===== config.mk =====
export PLATFORM = sky130hd
export DESIGN_NAME = dtp_timer
export DESIGN_NICKNAME = d
export VERILOG_FILES = /design/src/design/dtp_pkg.sv /design/src/design/dtp_timer.sv
export VERILOG_INCLUDE_DIRS = /design/src /design/src/design
export SDC_FILE = /design/constraint.sdc
export NUM_CORES = 1
export LEC_CHECK = 0
export BUFFER_PORTS_ARGS = -buffer_cell sky130_fd_sc_hd__buf_2
export CAP_MARGIN = 10
export CORE_MARGIN = 1.5
export CORE_UTILIZATION = 60
export CTS_BUF_LIST = sky130_fd_sc_hd__clkbuf_16
export CTS_CLUSTER_SIZE = 30
export DETAILED_ROUTE_END_ITERATION = 10
export GPL_TIMING_DRIVEN = 0
export HOLD_SLACK_MARGIN = 0.02
export PLACE_DENSITY = 0.88
export SKIP_LAST_GASP = 1
export SYNTH_ARGS = -nofsm -noshare
export SYNTH_HDL_FRONTEND = slang
export SYNTH_SLANG_ARGS = --single-unit

===== constraint.sdc =====
create_clock -name clk_sys -period 8.4 [get_ports clk_sys]
set_input_delay 1.68 -clock clk_sys [delete_from_list [all_inputs] [get_ports clk_sys]]
set_output_delay 1.68 -clock clk_sys [all_outputs]
set_load 0.02 [all_outputs]

===== src/design/dtp_map.svh =====
/*
  Register map and constants of the down timer with two PWM channels.
  Assumes inclusion by its bare name from design files.
*/
`ifndef DTP_MAP_SVH
`define DTP_MAP_SVH
`define DTP_ADDR_COUNTER 8'h10
`define DTP_ADDR_CTRL_ONE 8'h11
`define DTP_ADDR_CTRL_TWO 8'h12
`define DTP_ADDR_DUTY_ONE 8'h13
`define DTP_ADDR_PRESCALE 8'h14
`define DTP_ADDR_CTRL_CH2 8'h16
`define DTP_ADDR_DUTY_TWO 8'h18
`define DTP_ADDR_HIGH_BITS 8'h15
`define DTP_ADDR_IRQ_STATUS 8'h19
`define DTP_ADDR_IRQ_MASK 8'h1A
`define DTP_BIT_RUN 0
`define DTP_BIT_RELOAD 1
`define DTP_BIT_ONESHOT 2
`define DTP_BIT_POL 6
`define DTP_BIT_PIN_EN 7
`define DTP_BIT_BYPASS_N 3
`define DTP_BIT_EDGE 4
`define DTP_BIT_SOURCE 5
`define DTP_CTRL_TWO_RESET 6'h3F
`define DTP_PRESCALE_RESET 8'hFF
`define DTP_COUNT_TOP 10'h3FF
`define DTP_COUNT_ZERO 10'h000
`define DTP_INSTR_DIV 2'h3
`define DTP_UNDERFLOW_BIT 0
`define DTP_PIN_FILL 3'h4
`endif


===== src/design/dtp_pkg.sv =====
/*
  Types shared by the down timer with two PWM channels.
  Assumes nothing beyond a SystemVerilog compiler.
*/
package dtp_pkg;
  typedef enum logic [1:0] {
    DTP_SRC_NONE = 2'b00,
    DTP_SRC_INSTR = 2'b01,
    DTP_SRC_EXT = 2'b10
  } dtp_src_t;
endpackage


===== src/design/dtp_timer.sv =====
/*
  Ten-bit down timer with prescaler, clock source select and two PWM channels,
  plus an underflow interrupt. Assumes a plain register port with read data
  one cycle after the read strobe, and one 20 MHz system clock.
*/
// The address-and-strobe port was decided locally.
`include "dtp_map.svh"
`timescale 1ns/100ps
`default_nettype none
// Notes on behaviour
// ten-bit down counter, low byte readable
// counter write loads full reload value
// run bit starts and halts counting
// non-stop, reload clear: wrap to 0x3FF
// non-stop, reload set: load reload value
// one-shot stops counting at underflow
// prescaler divides by two to 256
// bypass bit skips prescaler; change code bypassed
// edge select picks falling or rising edge
// source select picks pin or instruction clock
// first channel polarity bit inverts output
// first channel pin enable gates pin
// first channel duty from high bits 1:0
// second channel polarity bit inverts output
// second channel pin enable gates pin
// prescaler live count readable, resets ones
// second channel duty from high bits 3:2
// output active while count below duty
// underflow sets sticky interrupt flag
module dtp_timer (
  input wire logic clk_sys,
  input wire logic rst,
  input wire logic [7:0] reg_addr,
  input wire logic [7:0] reg_wdata,
  input wire logic reg_wr,
  input wire logic reg_rd,
  output logic [7:0] reg_rdata,
  input wire logic external_count_pin,
  output logic first_channel_out,
  output logic first_channel_out_en,
  output logic second_channel_out,
  output logic second_channel_out_en,
  output logic irq
);
  logic [7:0] reload_low;
  logic [5:0] shared_high_bits;
  logic [7:0] ctrl_one;
  logic [5:0] ctrl_two;
  logic [7:0] first_channel_duty;
  logic [7:0] second_channel_duty;
  logic [1:0] ctrl_ch2;
  logic [9:0] count;
  logic stopped;
  logic [7:0] prescaler_live_count;
  logic [1:0] instr_div;
  logic [2:0] pin_sync;
  logic count_tick;
  logic src_tick;
  logic pin_rise;
  logic pin_fall;
  logic [2:0] pin_fill;
  logic pin_level;
  logic pin_seen;
  logic counter_write;
  logic clear_write;
  logic underflow;
  logic [0:0] irq_status;
  logic [0:0] irq_mask;
  logic [7:0] next_rdata;
  logic pwm_one;
  logic pwm_two;
  dtp_pkg::dtp_src_t src;

  function automatic logic [9:0] join10(input logic [1:0] hi, input logic [7:0] lo);
    join10 = {hi, lo};
  endfunction

  function automatic logic wr_hit(input logic wr, input logic [7:0] a, input logic [7:0] b);
    wr_hit = wr && (a == b);
  endfunction

  // control registers
  always_ff @(posedge clk_sys or posedge rst) begin
    if (rst) begin
      reload_low <= 8'h00;
      shared_high_bits <= 6'h00;
      ctrl_one <= 8'h00;
      ctrl_two <= `DTP_CTRL_TWO_RESET;
      first_channel_duty <= 8'h00;
      second_channel_duty <= 8'h00;
      ctrl_ch2 <= 2'h0;
      irq_mask <= 1'b0;
    end else begin
      if (wr_hit(reg_wr, reg_addr, `DTP_ADDR_COUNTER)) reload_low <= reg_wdata;
      if (wr_hit(reg_wr, reg_addr, `DTP_ADDR_HIGH_BITS)) shared_high_bits <= reg_wdata[5:0];
      if (wr_hit(reg_wr, reg_addr, `DTP_ADDR_CTRL_ONE)) ctrl_one <= reg_wdata;
      if (wr_hit(reg_wr, reg_addr, `DTP_ADDR_CTRL_TWO)) ctrl_two <= reg_wdata[5:0];
      if (wr_hit(reg_wr, reg_addr, `DTP_ADDR_DUTY_ONE)) first_channel_duty <= reg_wdata;
      if (wr_hit(reg_wr, reg_addr, `DTP_ADDR_DUTY_TWO)) second_channel_duty <= reg_wdata;
      if (wr_hit(reg_wr, reg_addr, `DTP_ADDR_CTRL_CH2)) ctrl_ch2 <= reg_wdata[7:6];
      if (wr_hit(reg_wr, reg_addr, `DTP_ADDR_IRQ_MASK)) irq_mask <= reg_wdata[0:0];
    end
  end

  // pin synchroniser, three stages
  always_ff @(posedge clk_sys or posedge rst) begin
    if (rst) begin
      pin_sync <= 3'h0;
    end else begin
      pin_sync <= {pin_sync[1:0], external_count_pin};
    end
  end

  // no edge until the stages have filled, so reset gives no false edge
  always_ff @(posedge clk_sys or posedge rst) begin
    if (rst) begin
      pin_fill <= 3'h0;
    end else if (pin_fill != `DTP_PIN_FILL) begin
      pin_fill <= pin_fill + 3'h1;
    end
  end

  // settled pin level: changes once stages two and three agree
  always_ff @(posedge clk_sys or posedge rst) begin
    if (rst) begin
      pin_level <= 1'b0;
    end else if (pin_sync[1] == pin_sync[2]) begin
      pin_level <= pin_sync[2];
    end
  end
  assign pin_seen = (pin_fill == `DTP_PIN_FILL);
  assign pin_rise = pin_seen && pin_sync[1] && pin_sync[2] && !pin_level;
  assign pin_fall = pin_seen && !pin_sync[1] && !pin_sync[2] && pin_level;

  // instruction clock: one enable every four system clocks
  always_ff @(posedge clk_sys or posedge rst) begin
    if (rst) begin
      instr_div <= 2'h0;
    end else begin
      instr_div <= instr_div + 2'h1;
    end
  end

  always_comb begin
    src = ctrl_two[`DTP_BIT_SOURCE] ? dtp_pkg::DTP_SRC_EXT : dtp_pkg::DTP_SRC_INSTR;
    unique case (src)
      dtp_pkg::DTP_SRC_EXT: src_tick = ctrl_two[`DTP_BIT_EDGE] ? pin_fall : pin_rise;
      dtp_pkg::DTP_SRC_INSTR: src_tick = (instr_div == `DTP_INSTR_DIV);
      default: src_tick = 1'b0;
    endcase
  end

  // prescaler counts down from all ones; tap bit selects ratio
  always_ff @(posedge clk_sys or posedge rst) begin
    if (rst) begin
      prescaler_live_count <= `DTP_PRESCALE_RESET;
    end else if (src_tick && ctrl_one[`DTP_BIT_RUN]) begin
      prescaler_live_count <= prescaler_live_count - 8'h01;
    end
  end

  // tick when the selected tap wraps: ratio 2 << code
  always_comb begin
    if (ctrl_two[`DTP_BIT_BYPASS_N]) begin
      count_tick = src_tick;
    end else begin
      count_tick = src_tick && (prescaler_live_count[ctrl_two[2:0]] == 1'b0) &&
        ((prescaler_live_count & ((8'h01 << ctrl_two[2:0]) - 8'h01)) == 8'h00);
    end
  end

  assign counter_write = wr_hit(reg_wr, reg_addr, `DTP_ADDR_COUNTER);
  assign clear_write = wr_hit(reg_wr, reg_addr, `DTP_ADDR_IRQ_STATUS) && reg_wdata[`DTP_UNDERFLOW_BIT];
  assign underflow = count_tick && ctrl_one[`DTP_BIT_RUN] && !stopped && !counter_write && (count == `DTP_COUNT_ZERO);

  // the down counter
  always_ff @(posedge clk_sys or posedge rst) begin
    if (rst) begin
      count <= `DTP_COUNT_ZERO;
      stopped <= 1'b0;
    end else if (wr_hit(reg_wr, reg_addr, `DTP_ADDR_COUNTER)) begin
      count <= join10(shared_high_bits[5:4], reg_wdata);
      stopped <= 1'b0;
    end else if (count_tick && ctrl_one[`DTP_BIT_RUN] && !stopped) begin
      if (count != `DTP_COUNT_ZERO) begin
        count <= count - 10'h001;
      end else if (ctrl_one[`DTP_BIT_ONESHOT]) begin
        stopped <= 1'b1;
      end else if (ctrl_one[`DTP_BIT_RELOAD]) begin
        count <= join10(shared_high_bits[5:4], reload_low);
      end else begin
        count <= `DTP_COUNT_TOP;
      end
    end
  end

  // pwm compare and output stage
  always_ff @(posedge clk_sys or posedge rst) begin
    if (rst) begin
      pwm_one <= 1'b0;
      pwm_two <= 1'b0;
    end else begin
      pwm_one <= count < join10(shared_high_bits[1:0], first_channel_duty);
      pwm_two <= count < join10(shared_high_bits[3:2], second_channel_duty);
    end
  end
  assign first_channel_out = pwm_one ^ ctrl_one[`DTP_BIT_POL];
  assign first_channel_out_en = ctrl_one[`DTP_BIT_PIN_EN];
  assign second_channel_out = pwm_two ^ ctrl_ch2[0];
  assign second_channel_out_en = ctrl_ch2[1];

  // interrupt status, set wins over clear
  always_ff @(posedge clk_sys or posedge rst) begin
    if (rst) begin
      irq_status <= 1'b0;
    end else if (underflow) begin
      irq_status <= 1'b1;
    end else if (clear_write) begin
      irq_status <= 1'b0;
    end
  end
  assign irq = |(irq_status & irq_mask);

  // read mux
  always_comb begin
    next_rdata = 8'h00;
    unique case (reg_addr)
      `DTP_ADDR_COUNTER: next_rdata = count[7:0];
      `DTP_ADDR_CTRL_ONE: next_rdata = {ctrl_one[7:6], 3'h0, ctrl_one[2:0]};
      `DTP_ADDR_CTRL_TWO: next_rdata = {2'h0, ctrl_two};
      `DTP_ADDR_PRESCALE: next_rdata = prescaler_live_count;
      `DTP_ADDR_CTRL_CH2: next_rdata = {ctrl_ch2, 6'h00};
      `DTP_ADDR_HIGH_BITS: next_rdata = {2'h0, shared_high_bits};
      `DTP_ADDR_IRQ_STATUS: next_rdata = {7'h00, irq_status};
      `DTP_ADDR_IRQ_MASK: next_rdata = {7'h00, irq_mask};
      default: next_rdata = 8'h00;
    endcase
  end

  always_ff @(posedge clk_sys or posedge rst) begin
    if (rst) begin
      reg_rdata <= 8'h00;
    end else if (reg_rd) begin
      reg_rdata <= next_rdata;
    end else begin
      reg_rdata <= 8'h00;
    end
  end
endmodule
`default_nettype wire


-- Word-level counts from Yosys, hierarchy flattened
Cells that the tools add are included.
- bits in latches: 0
- memories kept: 0
- bits in registers: 86
- bits in read-only memories: 0
- bits in writable memories: 0
- output and inout port bits: 13
- input port bits: 21
- word-level logic and storage cells: 106
- divide/modulo/power cells: 0
- multipliers: 0
- bitwise operators: 5
- shift operators: 1
- multiplexer cells: 19
- eq/ne operators: 18
- add/sub/neg operators: 5
- magnitude comparators: 3
- reduce and logical (&&, ||, !) cells: 36
- operators by type and width (cell ; number):
    == test 8 x 5 -> 1 bit (second input constant) ; 10
    case mux 8 bit (8 select lines) ; 1
    two-way mux 10 bit ; 5
    logical AND 1 bit ; 23
    < comparator 10 bit ; 2
    subtractor 8 x 1 -> 8 bit (second input constant) ; 2
    logical NOT 10 bit ; 1
    nonzero test 10 bit ; 1
    subtractor 10 x 1 -> 10 bit (second input constant) ; 1
    two-way mux 1 bit ; 9
    bitwise AND 8 bit ; 1
    logical NOT 8 bit ; 1
    two-way mux 8 bit ; 1
    left shift 1 x 3 -> 8 bit (first input constant) ; 1
    nonzero test 2 bit ; 3
    logical NOT 1 bit ; 5
    == test 2 bit (second input constant) ; 2
    < comparator 3 x 4 -> 1 bit (second input constant) ; 1
    adder 3 x 1 -> 3 bit (second input constant) ; 1
    binary-select mux 1 bit (select 3 bit) ; 1
    == test 3 bit (second input constant) ; 1
    inequality test 3 x 1 -> 1 bit (second input constant) ; 1
    inequality test 3 bit (second input constant) ; 1
    AND reduction 3 bit ; 1
    other kinds (10) ; 11

-- Depth between registers and ports, before layout
- depth after elaboration: 14
- depth in mapped cells: 9
- mapped depth without buffers: 8

-- Least setup slack after synthesis
Ideal clock, no wire load.
- path type: input port to flip-flop
- start point: input reg_addr[5]
- end point: register second_channel_duty[0]
- arrival: 3.113 ns
- path buffers: 0
- stages on the path: 5
- setup slack: 5.162 ns
- required time: 8.275 ns
- path through: or4b_4 > nor2_1 > nand3_1 > nor3_2 > mux2_2
- longest elaborated chain between the ends: 2
- RTL lines (item ; RTL line ; RTL):
    start, declared ; dtp_timer.sv:33 ; input wire logic [7:0] reg_addr,
    == test 8 x 5 -> 1 bit ; dtp_timer.sv:79 ; wr_hit = wr && (a == b);
    logical AND 1 bit ; dtp_timer.sv:79 ;
    end signal, assigned ; dtp_timer.sv:99 ; if (wr_hit(reg_wr, reg_addr, `DTP_ADDR_DUTY_TWO)) second_channel_duty <= reg_wdata;
    end, declared ; dtp_timer.sv:50 ; logic [7:0] second_channel_duty;
Every way passes these cells.
A chain may end at the register's enable or synchronous reset.

-- Worst setup path in the final report
Same ends and word-level chain as after synthesis.

==> flow_metrics.tcl <==
set metrics [dict create \
    fin_crit_sh_pct 39.7 \
    hpwlAfterDp_mm 7.47 \
    grt_first_pass_wirelength_mm 17.4 \
    synth-seq-cells 83 \
    synth_top_area_share_pct 39.5 \
    maxCapViolations 0 \
    synth-edff-count 0 \
    register_area_mm2 0.00209 \
    multiInputGateArea_mm2 0.00208 \
    overflow 0 \
    ys_seq_area_share_pct 47.9 \
    slew_viol_final 0 \
    row_count 30 \
    cp.buffers_inverters 1 \
    avgSynthCellArea_um2 10.1 \
    drtIter0Drc 318 \
    design_area_mm2 0.00495 \
    syn-instance-count 432 \
    drc 0 \
    ioPinCount 34 \
    crit_required_ns 8.62 \
    cts_tree "yes" \
    port_buffers 30 \
    slowest_delay_ns 0.57 \
    routed_wl_mm 10.7 \
    final.min_clock_period_ns 3.33 \
    yosysMostFrequentCell "dfrtp_1" \
    syn_nets 476 \
    drt_pass1_iterations 5 \
    cts.sinks 83 \
    path_cells "buf_2 > or4b_4 > nor2_1 > nand3_1 > nor3_2 > mux2_2" \
    placed_cell_area_mm2 0.00467 \
    num_antenna_cells 0 \
    critPathSlowestCell "or4b_4" \
    synth_top_area_cell "dfrtp_1" \
    ys.flop_type "dfrtp_1" \
    crit_fanout 6 \
    clk_latency_ns 0.34 \
    cts_buffer_depth 2 \
    status "finished clean" \
    cts_hold_buf 0 \
    drive_above_1_share_pct 21.7 \
    post_drt_wl_per_cell_um 18.7 \
    vdd_drop_max_uv 119 \
    die_w_um 88.4 \
    r2r_slack_ns 5.83 \
    ys_top_cells_by_area "dfrtp_1 (39%), dfstp_2 (8.4%), ha_1 (6.6%)" \
    path_class "in -> reg" \
    cp_top_family "simple AND/OR/NAND/NOR gates" \
    core_region_area_mm2 0.00691 \
    num_vias 3505 \
    nets 518 \
    rsz0062_at_grt "no" \
    fmax_mhz 300 \
    ys_types 56 \
    slew_headroom_pct 55.0 \
    worst_pin_slew_ns 0.670 \
    htreeDepth 3 \
    worstPathArrival_ns 3.56 \
    async_flop_share_pct 100 \
    grt_pass1_vias 3510 \
    routabilityCongestion 0.924 \
    area_delta_synth_final_pct 13.2 \
    setup_viol 0 \
    clock_skew_ns 0.00584 \
    min_path_type "reg -> reg" \
    crit_path_start_kind "input port" \
    setup-tns-final_ns 0 \
    yosysWarnings 0 \
    cts_buffers 9 \
    end_kind "flip-flop" \
    dieArea_mm2 0.00781 \
    grt_max_degree 49 \
    syn-cell-area_mm2 0.00437 \
    cts.clk_slew.worst_paths_ns 0.06 \
    powerDensity_mw_per_mm2 200 \
    antenna_found_initial 0 \
    cts_resized 0 \
    via_per_inst 6.10 \
    ant_nets 0 \
    fill_cells 533 \
    cts_root_buf "clkbuf_16" \
    die_h_um 88.4 \
    grt.total_usage_pct 30.4 \
    cts_setup_buffers 0 \
    synth.cells.most_frequent "dfrtp_1 (69), nand2_1 (59), inv_1 (33)" \
    hold_violations 0 \
    start_util_pct 63.3 \
    p_leak_uw 0.00227 \
    fin_util_pct 71.7 \
]
-- registers in the layout, indices dropped and copies added (netlist names) --
| signal | count |
|---|---|
| count | 10 |
| first_channel_duty | 8 |
| prescaler_live_count | 8 |
| reg_rdata | 8 |
| reload_low | 8 |
| second_channel_duty | 8 |
| ctrl_two | 6 |
| shared_high_bits | 6 |
| ctrl_one | 5 |
| pin_fill | 3 |
| pin_sync | 3 |
| ctrl_ch2 | 2 |
| instr_div | 2 |
| irq_mask | 1 |
| irq_status | 1 |
| pin_level | 1 |
| pwm_one | 1 |
| pwm_two | 1 |
| stopped | 1 |
-- kinds of logic (layout without fill, tap and decap cells) --
kind of cell | after synthesis | count (layout) | synth area share, %
muxes | 34 | 34 | 8.50
DFF | 83 | 83 | 47.9
and+or+nand+nor | 134 | 134 | 15.0
AOI/OAI and AO/OA | 96 | 96 | 14.7
adders and majority gates | 24 | 24 | 6.81
xor gates and xnor gates | 13 | 13 | 2.60
buffers and inverters | 48 | 95 | 4.49
-- cell usage in the layout (no fill, tap or decap), types with 3 or more instances in the layout --
cell type / instances
a2111oi_0: 3
a211oi_1: 3
a21oi_1: 15
a22oi_1: 8
a31oi_1: 10
and2_1: 3
and3_1: 3
buf_2: 34
clkbuf_1: 8
clkbuf_16: 9
dfrtp_1: 69
dfstp_2: 14
ha_1: 23
inv_1: 36
mux2_2: 25
mux2i_1: 9
nand2_1: 59
nand3_1: 10
nand4_1: 3
nor2_1: 28
nor3_1: 4
nor3b_1: 5
nor4_1: 3
o211ai_1: 3
o21a_1: 5
o21ai_0: 26
o21ai_1: 5
xnor2_1: 8
xor2_1: 5
-- path summary, 6_finish.rpt --
check	endpoint	from	cells after the start
worst max register to register	count[1]$_DFFE_PP0P_	count[0]$_DFFE_PP0P_	9
worst min-delay path	pin_sync[1]$_DFF_PP0_	pin_sync[0]$_DFF_PP0_	0
worst max-delay path	second_channel_duty[0]$_DFFE_PP0P_	reg_addr[5]	6
max in group asynchronous	ctrl_two[2]$_DFFE_PP1P_	rst	3
min in group asynchronous	pin_fill[2]$_DFFE_PP0P_	rst	2
worst min register to register	pin_sync[1]$_DFF_PP0_	pin_sync[0]$_DFF_PP0_	0
-- stage by stage --
stage	worst slack (ns)	cells	hold slack (ns)	power, uW
2_1_floorplan	4.61	432	0.331	567
3_3_place_gp	3.78	558	0.345	606
3_5_place_dp	4.75	559	0.350	618
4_1_cts	5.07	575	0.372	991
5_1_grt	4.95	575	0.373	1030
6_report	5.07	575	0.367	991
-- layout make-up --
class                   instances  area share, %
plain buffers                  15           1.47
clock buffers                   9           4.55
clock inverters                 7           1.09
inverters                      33           2.55
multi-input cells             301           42.1
flip-flops and latches         83           42.3
well taps                      96           2.42
repair buffers                 31           3.59
-- routing by layer --
metal	global-route usage [%]	part of all wire (%)	wire length (um)	vias up
met5	0	0	0	-
met4	15.2	4.0	433	0
met3	7.28	7.5	809	42
met2	49.6	48	5200	178
met1	37.9	40	4310	1678
li1	-	-	-	1607
-- power breakdown --
| group | switching (uW) | internal [uW] | leakage, uW |
|---|---|---|---|
| combinational | 73.5 | 60.1 | 0.00115 |
| clock | 151 | 224 | 0.000152 |
| sequential | 41.2 | 441 | 0.000969 |
| total | 265 | 725 | 0.00227 |
Note: power is estimated with default switching activity, not from simulation.
